[src/hw/xcvr_pkg.sv]
package xcvr_pkg;
    // width of each data port
    localparam int PORT_W = 8;
    // source feeding one port's drivers
    typedef enum logic [1:0] {
        SRC_RESET  = 2'b00,
        SRC_LIVE   = 2'b01,
        SRC_STORED = 2'b10,
        SRC_TEST   = 2'b11
    } srcMode_t;
    // drive value and enable while in reset
    localparam logic [7:0] DATA_RST_VAL     = 8'h00;
    localparam logic       OE_RST_VAL       = 1'b0;
    // pin snapshots after reset
    localparam logic [7:0] SNAP_RST_VAL     = 8'h00;
    // clock history after reset; high so no false rise follows release
    localparam logic       CLK_HIST_RST_VAL = 1'b1;
endpackage : xcvr_pkg

[src/hw/octal_registered_bus_transceiver.sv]
// Overview of operation
// - A-port levels stored into A-to-B register on each A-to-B clock rise.
// - A-to-B select low passes live A levels to B drivers.
// - A-to-B select high presents stored A-to-B register to B drivers.
// - B port driven while its enable high, released while low.
// - B-to-A mirrors A-to-B; A-port enable is active low.
// - Register capture happens on every clock rise outside test mode, regardless of enables.
// - B driven from A and both clocks rising loads A into both.
// - A driven from B and both clocks rising loads B into both.
// - Both enables active with selects high swaps stored data both ways.
// - Test mode suspends normal path; test logic controls every pin.
// - Test port activity in normal mode leaves transceiver function untouched.
// - Pin snapshots run on the test clock, not datapath clocks; test-mode drive follows test inputs every sys_clk cycle.
`timescale 1ns/1ps
module octal_registered_bus_transceiver (
    input  wire logic       sys_clk,
    input  wire logic       srst,
    input  wire logic       aToBStoreClock,
    input  wire logic       bToAStoreClock,
    input  wire logic       aToBSourceSelect,
    input  wire logic       bToASourceSelect,
    input  wire logic       bPortDriveEnable,
    input  wire logic       aPortDriveEnable_n,
    input  wire logic [7:0] aIn,
    output logic      [7:0] aOut,
    output logic            aOe,
    input  wire logic [7:0] bIn,
    output logic      [7:0] bOut,
    output logic            bOe,
    input  wire logic       testMode,
    input  wire logic       testClk,
    input  wire logic [7:0] testAOut,
    input  wire logic       testAOe,
    input  wire logic [7:0] testBOut,
    input  wire logic       testBOe,
    output logic      [7:0] testACapture,
    output logic      [7:0] testBCapture
);
    // storage, one register per direction
    logic [xcvr_pkg::PORT_W-1:0] abStore_r;
    logic [xcvr_pkg::PORT_W-1:0] baStore_r;
    // previous samples of the slow clocks
    logic                        abClkDly_r;
    logic                        baClkDly_r;
    logic                        testClkDly_r;
    // detected rises and qualified captures
    logic                        abRise;
    logic                        baRise;
    logic                        tckRise;
    logic                        abCapture;
    logic                        baCapture;
    // levels standing on the two-way pins
    logic [xcvr_pkg::PORT_W-1:0] aPin;
    logic [xcvr_pkg::PORT_W-1:0] bPin;
    // source of each port's drivers
    xcvr_pkg::srcMode_t          aSrcMode;
    xcvr_pkg::srcMode_t          bSrcMode;
    // next values of the pin drivers
    logic [xcvr_pkg::PORT_W-1:0] aOut_nxt;
    logic [xcvr_pkg::PORT_W-1:0] bOut_nxt;
    logic                        aOe_nxt;
    logic                        bOe_nxt;

    // rise of a sampled level against its previous sample
    function automatic logic riseOf(
        input logic cur,
        input logic prev
    );
        riseOf = cur & ~prev;
    endfunction : riseOf

    // level on a two-way pin: own drive while enabled, else the far side
    function automatic logic [xcvr_pkg::PORT_W-1:0] pinLevel(
        input logic                        oe,
        input logic [xcvr_pkg::PORT_W-1:0] drv,
        input logic [xcvr_pkg::PORT_W-1:0] ext
    );
        pinLevel = oe ? drv : ext;
    endfunction : pinLevel

    // driver source from reset, test mode and source select
    function automatic xcvr_pkg::srcMode_t srcModeOf(
        input logic rst,
        input logic tm,
        input logic sel
    );
        if (rst) begin
            srcModeOf = xcvr_pkg::SRC_RESET;
        end else if (tm) begin
            srcModeOf = xcvr_pkg::SRC_TEST;
        end else if (sel) begin
            srcModeOf = xcvr_pkg::SRC_STORED;
        end else begin
            srcModeOf = xcvr_pkg::SRC_LIVE;
        end
    endfunction : srcModeOf

    // drive value of one port for its source
    function automatic logic [xcvr_pkg::PORT_W-1:0] driveValue(
        input xcvr_pkg::srcMode_t          mode,
        input logic [xcvr_pkg::PORT_W-1:0] live,
        input logic [xcvr_pkg::PORT_W-1:0] stored,
        input logic [xcvr_pkg::PORT_W-1:0] test
    );
        case (mode)
            xcvr_pkg::SRC_LIVE:   driveValue = live;
            xcvr_pkg::SRC_STORED: driveValue = stored;
            xcvr_pkg::SRC_TEST:   driveValue = test;
            default:              driveValue = xcvr_pkg::DATA_RST_VAL;
        endcase
    endfunction : driveValue

    // drive enable of one port for its source
    function automatic logic driveEnable(
        input xcvr_pkg::srcMode_t mode,
        input logic               normalOe,
        input logic               testOe
    );
        case (mode)
            xcvr_pkg::SRC_TEST:  driveEnable = testOe;
            xcvr_pkg::SRC_RESET: driveEnable = xcvr_pkg::OE_RST_VAL;
            default:             driveEnable = normalOe;
        endcase
    endfunction : driveEnable

    // history of the A-to-B store clock
    always_ff @(posedge sys_clk) begin
        if (srst) begin
            abClkDly_r <= xcvr_pkg::CLK_HIST_RST_VAL;
        end else begin
            abClkDly_r <= aToBStoreClock;
        end
    end

    // history of the B-to-A store clock
    always_ff @(posedge sys_clk) begin
        if (srst) begin
            baClkDly_r <= xcvr_pkg::CLK_HIST_RST_VAL;
        end else begin
            baClkDly_r <= bToAStoreClock;
        end
    end

    // history of the test clock
    always_ff @(posedge sys_clk) begin
        if (srst) begin
            testClkDly_r <= xcvr_pkg::CLK_HIST_RST_VAL;
        end else begin
            testClkDly_r <= testClk;
        end
    end

    // rising edges of the sampled clocks
    assign abRise  = riseOf(aToBStoreClock, abClkDly_r);
    assign baRise  = riseOf(bToAStoreClock, baClkDly_r);
    assign tckRise = riseOf(testClk, testClkDly_r);

    // pin level: own drive wins, else the far side
    // B pin: B drive while bOe, else the far side bIn
    assign bPin = pinLevel(bOe, bOut, bIn);
    assign aPin = pinLevel(aOe, aOut, aIn);

    // captures; enables never gate them
    // stores frozen in test mode
    assign abCapture = abRise & ~testMode;
    assign baCapture = baRise & ~testMode;

    // store the A pin level
    // capture A pin
    always_ff @(posedge sys_clk) begin
        if (abCapture) begin
            abStore_r <= aPin;
        end
    end

    // store the B pin level
    // mirror capture, B pin
    always_ff @(posedge sys_clk) begin
        if (baCapture) begin
            baStore_r <= bPin;
        end
    end

    // driver source per port
    // test logic takes pins
    assign bSrcMode = srcModeOf(srst, testMode, aToBSourceSelect);
    assign aSrcMode = srcModeOf(srst, testMode, bToASourceSelect);

    // drive values; live path reads the pin level
    // live path
    assign bOut_nxt = driveValue(bSrcMode, aPin, abStore_r, testBOut);
    assign aOut_nxt = driveValue(aSrcMode, bPin, baStore_r, testAOut);

    // drive enables
    // B enable active high
    assign bOe_nxt = driveEnable(bSrcMode, bPortDriveEnable, testBOe);
    assign aOe_nxt = driveEnable(aSrcMode, ~aPortDriveEnable_n, testAOe);

    // A-side pin drivers
    always_ff @(posedge sys_clk) begin
        if (srst) begin
            aOut <= xcvr_pkg::DATA_RST_VAL;
            aOe  <= xcvr_pkg::OE_RST_VAL;
        end else begin
            aOut <= aOut_nxt;
            aOe  <= aOe_nxt;
        end
    end

    // B-side pin drivers
    always_ff @(posedge sys_clk) begin
        if (srst) begin
            bOut <= xcvr_pkg::DATA_RST_VAL;
            bOe  <= xcvr_pkg::OE_RST_VAL;
        end else begin
            bOut <= bOut_nxt;
            bOe  <= bOe_nxt;
        end
    end

    // observation only, datapath untouched
    // A pin snapshot
    always_ff @(posedge sys_clk) begin
        if (srst) begin
            testACapture <= xcvr_pkg::SNAP_RST_VAL;
        end else if (tckRise) begin
            testACapture <= aPin;
        end
    end

    // B pin snapshot
    always_ff @(posedge sys_clk) begin
        if (srst) begin
            testBCapture <= xcvr_pkg::SNAP_RST_VAL;
        end else if (tckRise) begin
            testBCapture <= bPin;
        end
    end
endmodule : octal_registered_bus_transceiver

[config.mk]
export PLATFORM = sky130hd
export DESIGN_NAME = octal_registered_bus_transceiver
export DESIGN_NICKNAME = d
export VERILOG_FILES = /design/src/hw/xcvr_pkg.sv /design/src/hw/octal_registered_bus_transceiver.sv
export SDC_FILE = /design/constraint.sdc
export NUM_CORES = 1
export LEC_CHECK = 0
export BUFFER_PORTS_ARGS = -buffer_cell sky130_fd_sc_hd__clkbuf_2
export CAP_MARGIN = 20
export CELL_PAD_IN_SITES_DETAIL_PLACEMENT = 0
export CELL_PAD_IN_SITES_GLOBAL_PLACEMENT = 2
export CORE_MARGIN = 1
export CORE_UTILIZATION = 26
export DETAILED_ROUTE_END_ITERATION = 10
export PLACE_DENSITY_LB_ADDON = 0.05
export SLEW_MARGIN = 20
export SYNTH_ARGS = -nofsm -noshare
export SYNTH_HDL_FRONTEND = slang
export SYNTH_SLANG_ARGS = --single-unit
[constraint.sdc]
create_clock -name sys_clk -period 1.3 [get_ports sys_clk]
set_input_delay 0.26 -clock sys_clk [delete_from_list [all_inputs] [get_ports sys_clk]]
set_output_delay 0.26 -clock sys_clk [all_outputs]
set_load 0.05 [all_outputs]
==> out/qor.yml, run 1 <==
worst_setup_path:
  crit_path_max_fanout: 9
  cp-start-kind: "flop"
  cp.arrival_ns: 0.99
  crit_required_ns: 1.04
  path_delay_family: "flip-flops"
  worstSetupPathType: "flop to output pin"
  critPathBufInv: 1
  max_stage_delay_ns: 0.47
  critPathCaptureType: "output pin"
  path_cells: "clkbuf_8"
  crit_slowest_cell: "dfxtp_4"
grt:
  grt.total_usage_pct: 14.7
  grt-ovfl-total: 0
  grt_max_degree: 33
  grt_pass1_wl_mm: 8.98
  antenna_found_initial: 0
  grt_pass1_vias: 1593
detailed_routing:
  routedWlPerCell_um: 16.5
  drt_iter0_drc: 40
  ant_nets: 0
  drc: 0
  wirelength_met1_mm: 3.04
  num_vias: 1582
  dr_wl_met2_mm: 2.57
  routed.top_layer: "met4"
  wl_mm: 5.96
  met3_length_um: 289
  via_per_inst: 4.39
  firstDrtPassIters: 4
timing:
  max_slew_margin_pct: 48.5
  period_share_pct: 96.3
  max_freq_ghz: 0.799
  rsz0062_at_grt: "false"
  hold_viol: 0
  drv_slew: 0
  holdWs_ns: 0.146
  skew_ns: 0.0127
  setup_viol: 0
  period_minus_slack_ns: 1.25
  worstMarginPinSlew_ns: 0.771
floorplan:
  die_w_um: 90.9
  start_util_pct: 26.7
  rows: 32
  dieArea_um2: 8270
  io-pin-count: 78
  die_h_um: 90.9
  core_area_um2: 7690
clock_network:
  cts_buffer_depth: 2
  hold_buffers: 0
  clock_sinks: 53
  cts_setup_buffers: 0
  clock_latency_ns: 0.31
  cts_tree: "yes"
  cts_max_level: 2
  worst_setup_hold_path_clk_slew_ns: 0.09
  cts-root-buf: "clkbuf_8"
  cts_buffers: 5
power:
  powerDensity_nw_per_um2: 1290
  power.internal_uw: 2390
  p_total_uw: 3460
  peakVddDrop_mv: 0.381
  p_comb_share_pct: 19.2
  p_seq_share_pct: 53.5
  pwr-share-clk_pct: 27.4
  power_switching_uw: 1080
  swShare_pct: 31.1
  p_leak_uw: 0.00113
logic_synthesis:
  synth_area_per_cell_um2: 11.4
  synth-seq-area-share_pct: 59.4
  ys_types: 19
  synth_top_area_share_pct: 36.0
  ys_seq_elements: 53
  synth.cell_area_um2: 2060
  synth_warnings: 0
  synth_area_leaders: "dfxtp_1 36%, edfxtp_1 23%, mux2_2 8.8%"
  syn_inst: 180
  syn-num-nets: 224
  synth_top_area_cell: "dfxtp_1"
place:
  numPortBuffers: 77
  gp_congestion: 0.728
  post-dp-hpwl_mm: 4.15
final_layout:
  final_layout_size_suffix_gt1_share_pct: 45.3
  diodes: 0
  nets: 301
  final_cell_mix: "75 x clkbuf_2, 35 x dfxtp_1, 19 x nor2_1"
  layout.cells.most_common: "clkbuf_2"
  syn_to_final_growth_pct: 30.1
run:
  drv_cap: 0
min_path:
  holdCritPathClass: "primary input to flop"
status:
  status: "complete, no violations"
cell type report:
class                           count  area (um2)
Clock buffer                        6        72.6
Clock inverter                      2        10.0
Tap cell                          102         128
Inverter                           16        60.1
Fill cell                         818        5010
Multi-Input combinational cell     95         679
Timing Repair Buffer               86         495
Sequential cell                    53        1230
state kept, by name (all words and copies together) (netlist names):
signal,count
testClkDly_r,1
abStore_r,8
aOut,8
baClkDly_r,1
testBCapture,8
bOut,8
testACapture,8
baStore_r,8
aOe,1
bOe,1
abClkDly_r,1
synthesized netlist by cell type:
| cell | number |
|---|---|
| a211oi_1 | 16 |
| a21oi_1 | 1 |
| a32oi_1 | 16 |
| buf_2 | 7 |
| buf_4 | 3 |
| buf_6 | 3 |
| clkbuf_1 | 3 |
| dfxtp_1 | 37 |
| edfxtp_1 | 16 |
| inv_1 | 16 |
| mux2_2 | 16 |
| mux2i_1 | 1 |
| nor2_1 | 19 |
| nor2_2 | 1 |
| nor2b_1 | 2 |
| nor3b_1 | 2 |
| o21ai_1 | 16 |
| or2_2 | 3 |
| or3_1 | 2 |
power groups by stage:
| stage | clock (uW) | combinational (uW) | sequential, uW |
|---|---|---|---|
| after floorplan | 0 | 226 | 2110 |
| after global placement | 0 | 668 | 1890 |
| after detailed placement | 0 | 665 | 1890 |
| after CTS | 960 | 674 | 1850 |
| after global routing | 1040 | 710 | 1860 |
| final | 947 | 664 | 1850 |
logic make-up (layout without fill, tap and decap cells):
group                  Yosys count  count (layout)  share of synthesized area [%]
flip-flops                      53              53                           59.4
AO/OA/AOI/OAI                   49              49                           16.8
buffers and inverters           32             110                           7.91
AND/OR/NAND/NOR                 29              29                           6.63
multiplexers                    17              17                           9.25
metrics by stage:
step           setup slack (ns)  std cells  TNS [ns]  utilization [%]  instance area [um2]
2_1_floorplan            -0.155        180     -2.47                -                 2060
3_3_place_gp             -0.150        352     -1.61             33.4                 2570
3_5_place_dp             -0.149        352     -1.84             33.4                 2570
4_1_cts                  0.0233        360         0             34.8                 2670
5_1_grt                 0.00221        360         0             34.8                 2670
6_report                 0.0477        360         0             34.8                 2670
layer usage:
metal / track usage [%] / vias to the layer above
met5: 0 / -
met4: 3.97 / 0
met3: 3.45 / 4
met2: 22.0 / 50
met1: 21.0 / 723
li1: - / 805
what timing repair did:
action | 4_1_cts | 5_1_grt
endpoints found under the hold margin | 0 | 0
resized for setup | 6 | 0
setup endpoints to repair | 2 | 0
path summary, 6_finish.rpt:
check	slack, ns	cells past startpoint	startpoint	endpoint
setup / recovery	0.05	1	aOe	aOe
hold / removal	0.15	2	bToAStoreClock	baClkDly_r
hold reg to reg	0.50	2	testBCapture[1]	testBCapture[1]
setup reg to reg	0.17	3	aOe	bOut[5]
(Power assumes the default switching activity.)
==> run 2, diff against run 1 <==
GPL_TIMING_DRIVEN = 0   (was unset)
PLACE_DENSITY = 0.78   (was unset)
PLACE_DENSITY_LB_ADDON = unset   (was 0.05)
==> out/qor.yml, run 2 (synthesized netlist as in run 1, its figures left out) <==
final_layout:
  layout.cells.most_common: "clkbuf_2"
  register_area_um2: 1220  # -0.41%
  syn_to_final_growth_pct: 31.6
  post-route-util_pct: 35.2  # +0.41 points
  multi_input_area_um2: 682  # +0.37%
  diodes: 0  # unchanged
  n_fill_cell: 836  # +2.2%
  postLayoutCellArea_um2: 2710  # +1.2%
  final_cell_mix: "75 x clkbuf_2, 35 x dfxtp_1, 19 x nor2_1"
  final_layout_size_suffix_gt1_share_pct: 46.2  # +0.86 points
  nets: 307  # +2.0%
detailed_routing:
  wl_mm: 6.00  # +0.79%
  num_vias: 1658  # +4.8%
  drc: 0  # unchanged
  ant_nets: 0  # unchanged
  via_per_inst: 4.53  # +3.1%
  drt_iter0_drc: 81  # +100%
  routedWlPerCell_um: 16.4  # -0.86%
  firstDrtPassIters: 4  # unchanged
worst_setup_path:
  cp-start-kind: "flop"
  critPathCaptureType: "output pin"
  reg2reg_to: "testACapture[1]"
  rrSetupSlack_ns: 0.10  # -0.07 ns
  path_delay_family: "flip-flops"
  max_stage_delay_ns: 0.36  # -0.11 ns
  timing.rr.start: "aOe"
  r2r_cells: 4  # +1
  crit_required_ns: 1.04  # about the same
  critPathBufInv: 1  # unchanged
  crit_slowest_cell: "dfxtp_1"
  crit_path_max_fanout: 2  # -7
  cp.arrival_ns: 0.95  # -0.04 ns
  worstSetupPathType: "flop to output pin"
  path_cells: "clkbuf_2"
clock_network:
  cts_tree: "yes"
  clock_latency_ns: 0.31  # about the same
  clock_sinks: 53  # unchanged
  hold_buffers: 0  # unchanged
  cts-root-buf: "clkbuf_8"
  cts_setup_buffers: 0  # unchanged
  cts_max_level: 2  # unchanged
  cts_buffer_depth: 2  # unchanged
  worst_setup_hold_path_clk_slew_ns: 0.10  # about the same
  cts_buffers: 5  # unchanged
timing:
  max_freq_ghz: 0.824  # +3.2%
  setup_ws_ns: 0.0862  # +0.0384 ns
  hold_viol: 0  # unchanged
  rsz0062_at_grt: "false"
  max_slew_margin_pct: 57.6  # +9.1 points
  setup_viol: 0  # unchanged
  drv_slew: 0  # unchanged
  skew_ns: 0.00878  # -0.00394 ns
  worstMarginPinSlew_ns: 0.635  # -0.136 ns
  period_share_pct: 93.4  # -3.0 points
  period_minus_slack_ns: 1.21  # -0.0384 ns
min_path:
  worstHoldStart: "testClk"
  hold_path_end: "testClkDly_r"
  holdCritPathClass: "primary input to flop"
  min_delay_path_depth: 2  # unchanged
floorplan:
  die_h_um: 90.9  # unchanged
  io-pin-count: 78  # unchanged
  dieArea_um2: 8270  # unchanged
  die_w_um: 90.9  # unchanged
  start_util_pct: 26.7  # unchanged
  core_area_um2: 7690  # unchanged
  rows: 32  # unchanged
place:
  placed_area_um2: 2580  # +0.49%
  dp_slack_ns: -0.136  # +0.0125 ns
  post-dp-hpwl_mm: 4.27  # +2.9%
  gp_congestion: 0.724  # -0.51%
  numPortBuffers: 74  # -3.9%
power:
  peakVddDrop_mv: 0.478  # +25%
  p_leak_uw: 0.00115  # +2.0%
  p_total_uw: 3690  # +6.7%
  powerDensity_nw_per_um2: 1360  # +5.4%
grt:
  grt-ovfl-total: 0  # unchanged
  antenna_found_initial: 0  # unchanged
  grt.total_usage_pct: 15.2  # +0.47 points
  grt_max_degree: 17  # -48%
  grt_pass1_vias: 1719  # +7.9%
  grt_pass1_wl_mm: 9.22  # +2.7%
status:
  status: "complete, no violations"
run:
  drv_cap: 0  # unchanged
==> run 2: cell types whose count changed in the layout (fill, tap and decap cells not counted), moves of 2 or more <==
cell / change
buf_2: +6
buf_6: +3
buf_12: -2
buf_4: -2
clkinv_2: -2
dfxtp_2: +2
dfxtp_4: -2
==> run 2: what timing repair did <==
action                                  4_1_cts  5_1_grt
gates cloned                                  0        0
endpoints found under the setup margin       10        2
resized for setup                             1        1
==> run 2: metrics by stage <==
stage	hold slack, ns	setup TNS [ns]	instances
final	0.147	0	366
after floorplan	0.364	-2.47	180
after global placement	0.461	-12.86	356
after CTS	0.134	0	366
after detailed placement	0.463	-1.94	358
after global routing	0.140	0	366
==> run 2: final cells by class <==
class | count | area share (%)
Buffer | 16 | 3.93
Clock inverter | 2 | 1.39
Tap cell | 102 | 4.72
Clock buffer | 6 | 3.05
Timing Repair Buffer | 76 | 14.2
Multi-Input combinational cell | 95 | 25.2
Inverter | 16 | 2.22
Sequential cell | 53 | 45.2
==> run 2: worst max-delay path by stage <==
stage               startpoint              end  slack [ns]  depth (start not counted)
2_1_floorplan         testMode     abStore_r[0]       -0.15                          2
5_1_grt                    aOe  testACapture[1]        0.02                          4
3_5_place_dp           testClk  testBCapture[2]       -0.14                          5
4_1_cts        testACapture[0]  testACapture[0]        0.07                          1
3_3_place_gp          testMode     abStore_r[0]       -0.70                          2
6_report               aOut[6]          aOut[6]        0.09                          1
==> run 2: metal layers <==
metal,GRT usage [%],wire [um]
met5,0,0
met4,5.82,114
met3,3.70,404
met2,24.5,2750
met1,19.5,2740
==> run 2: report_power, final <==
| part | switching (uW) | total [uW] | internal, uW |
|---|---|---|---|
| sequential | 39.7 | 1830 | 1790 |
| clock | 550 | 1180 | 627 |
| combinational | 469 | 681 | 212 |
==> run 3, diff against run 2 <==
ABC_AREA = 1   (was unset)
CORE_ASPECT_RATIO = 1.75   (was unset)
CORE_UTILIZATION = 24   (was 26)
PLACE_DENSITY = 0.79   (was 0.78)
==> out/qor.yml, run 3 <==
final_layout:
  syn_to_final_growth_pct: 34.3
  layoutNonFillerInstCount: 478  # +31%
  n_fill_cell: 956  # +14%
  nets: 404  # +32%
  layout.cells.most_common: "nand2_1"
  post-route-util_pct: 33.4  # -1.7 points
  final_cell_mix: "117 x nand2_1, 75 x clkbuf_2, 35 x dfxtp_1"
  diodes: 0  # unchanged
  final_layout_size_suffix_gt1_share_pct: 29.9  # -16 points
logic_synthesis:
  synth-seq-area-share_pct: 56.2  # -3.2 points
  syn-num-nets: 322  # +44%
  synth_edf_count: 16  # unchanged
  synthFlopType: "dfxtp_1"
  syn_inst: 278  # +54%
  synth_warnings: 0  # unchanged
  yosys-top-cells-count: "119 x nand2_1, 37 x dfxtp_1, 32 x nor2_1"
  synth_area_per_cell_um2: 7.82  # -32%
  synth_most_common_cell: "nand2_1"
  synth_top_area_share_pct: 34.1  # -1.9 points
  ys_types: 18  # -1
  synth_top_area_cell: "dfxtp_1"
  async_flop_share_pct: 0  # unchanged
  ys_seq_elements: 53  # unchanged
  synth.cell_area_um2: 2170  # +5.7%
  synth_area_leaders: "dfxtp_1 34%, edfxtp_1 22%, nand2_1 21%"
worst_setup_path:
  critPathBufInv: 1  # unchanged
  crit_required_ns: 1.04  # about the same
  worstSetupPathType: "flop to output pin"
  path_cells: "clkbuf_2"
  crit_path_max_fanout: 2  # unchanged
  crit_slowest_cell: "dfxtp_1"
  cp-start-kind: "flop"
  path_delay_family: "flip-flops"
  critPathCaptureType: "output pin"
  max_stage_delay_ns: 0.40  # +0.04 ns
  cp.arrival_ns: 1.00  # +0.05 ns
detailed_routing:
  num_vias: 1935  # +17%
  routedWlPerCell_um: 13.4  # -18%
  wl_mm: 6.40  # +6.6%
  drt_iter0_drc: 103  # +27%
  ant_nets: 0  # unchanged
  drc: 0  # unchanged
  firstDrtPassIters: 4  # unchanged
  via_per_inst: 4.05  # -11%
grt:
  grt.total_usage_pct: 14.4  # -0.75 points
  grt_pass1_wl_mm: 9.70  # +5.2%
  antenna_found_initial: 0  # unchanged
  grt_max_degree: 17  # unchanged
  grt_pass1_vias: 1850  # +7.6%
  grt-ovfl-total: 0  # unchanged
timing:
  period_share_pct: 97.0  # +3.6 points
  skew_ns: 0.00542  # -0.00336 ns
  rsz0062_at_grt: "false"
  hold_viol: 0  # unchanged
  worstMarginPinSlew_ns: 0.640  # +0.00494 ns
  drv_slew: 0  # unchanged
  max_slew_margin_pct: 57.1  # -0.56 points
  setup_viol: 0  # unchanged
  max_freq_ghz: 0.793  # -3.7%
  period_minus_slack_ns: 1.26  # +0.0472 ns
power:
  peakVddDrop_mv: 0.594  # +24%
  p_seq_share_pct: 43.7  # -6.0 points
  p_leak_uw: 0.00146  # +27%
  p_comb_share_pct: 16.1  # -2.3 points
  swShare_pct: 27.2  # -1.4 points
  powerDensity_nw_per_um2: 1450  # +6.1%
  power.internal_uw: 3070  # +17%
  power_switching_uw: 1150  # +8.7%
  pwr-share-clk_pct: 40.2  # +8.3 points
status:
  status: "complete, no violations"
place:
  post-dp-hpwl_mm: 5.30  # +24%
  post-place-cells: 470  # +31%
  numPortBuffers: 75  # +1.4%
  gp_congestion: 0.771  # +6.5%
clock_network:
  cts_setup_buffers: 0  # unchanged
  cts-root-buf: "clkbuf_16"
  hold_buffers: 0  # unchanged
  worst_setup_hold_path_clk_slew_ns: 0.07  # -0.03 ns
  cts_tree: "yes"
  cts_max_level: 2  # unchanged
  clock_latency_ns: 0.30  # about the same
  cts_buffers: 5  # unchanged
  cts_buffer_depth: 2  # unchanged
  clock_sinks: 53  # unchanged
floorplan:
  rows: 45  # +41%
  die_w_um: 73.9  # -19%
  core_area_um2: 8730  # +14%
  dieArea_um2: 9460  # +14%
  die_h_um: 128  # +41%
  io-pin-count: 78  # unchanged
  start_util_pct: 24.9  # -1.8 points
run:
  drv_cap: 0  # unchanged
min_path:
  holdCritPathClass: "primary input to flop"
==> run 3: metal layers <==
metal / track usage, % / vias up / wire, um
met5: 0 / - / 0
met4: 6.79 / 0 / 138
met3: 2.28 / 8 / 237
met2: 26.8 / 46 / 3560
met1: 15.2 / 857 / 2460
li1: - / 1024 / -
==> run 3: power by group through the flow <==
stage | registers [uW] | logic [uW] | clock network (uW)
after detailed placement | 1890 | 681 | 0
after global placement | 1890 | 679 | 0
after floorplan | 2110 | 222 | 0
after CTS | 1850 | 685 | 1740
final | 1850 | 679 | 1700
after global routing | 1860 | 740 | 1800
==> run 3: final cells by class <==
cell class	instances	area, um2	area share, %
sequential	53	1220	41.9
multi-input combinational	192	831	28.5
timing repair buffer	75	375	12.9
tap	117	146	5.01
clock buffer	5	125	4.29
inverter	23	92.6	3.17
clock inverter	3	65.1	2.23
buffer	10	60.1	2.06
==> run 3: final timing paths <==
path	from	endpoint	slack (ns)	cells past startpoint
setup / recovery	aOut[3]	aOut[3]	0.04	1
hold / removal	testBOe	bOe	0.15	3
setup reg to reg	abClkDly_r	abStore_r[3]	0.10	1
hold reg to reg	abStore_r[2]	bOut[2]	0.49	2
==> run 3: worst min-delay path, delay by kind of cell <==
family,cells,cell delay [ns]
buffers and inverters,1,0.08
AND/OR/NAND/NOR,2,0.08
==> run 3: through the flow <==
step	power, uW	setup slack [ns]	hold WS [ns]	area [um2]	setup TNS, ns
floorplan	2330	0.00380	0.363	2180	0
global placement	2570	-0.411	0.459	2700	-6.49
detailed placement	2570	-0.448	0.454	2700	-7.02
CTS	4280	0.0174	0.146	2900	0
global route	4400	0.000647	0.164	2920	0
finish	4230	0.0390	0.151	2920	0
==> run 3: kinds of logic after synthesis <==
kind of cell / share of synthesized area [%]
buf+inv: 6.56
simple gates: 37.0
flops: 56.2
compound gates: 0.230
==> run 3: repair_timing <==
item                                    in CTS  in global routing
pin swaps                                    0                  1
gates resized for setup                      2                  8
endpoints found under the setup margin      16                 20
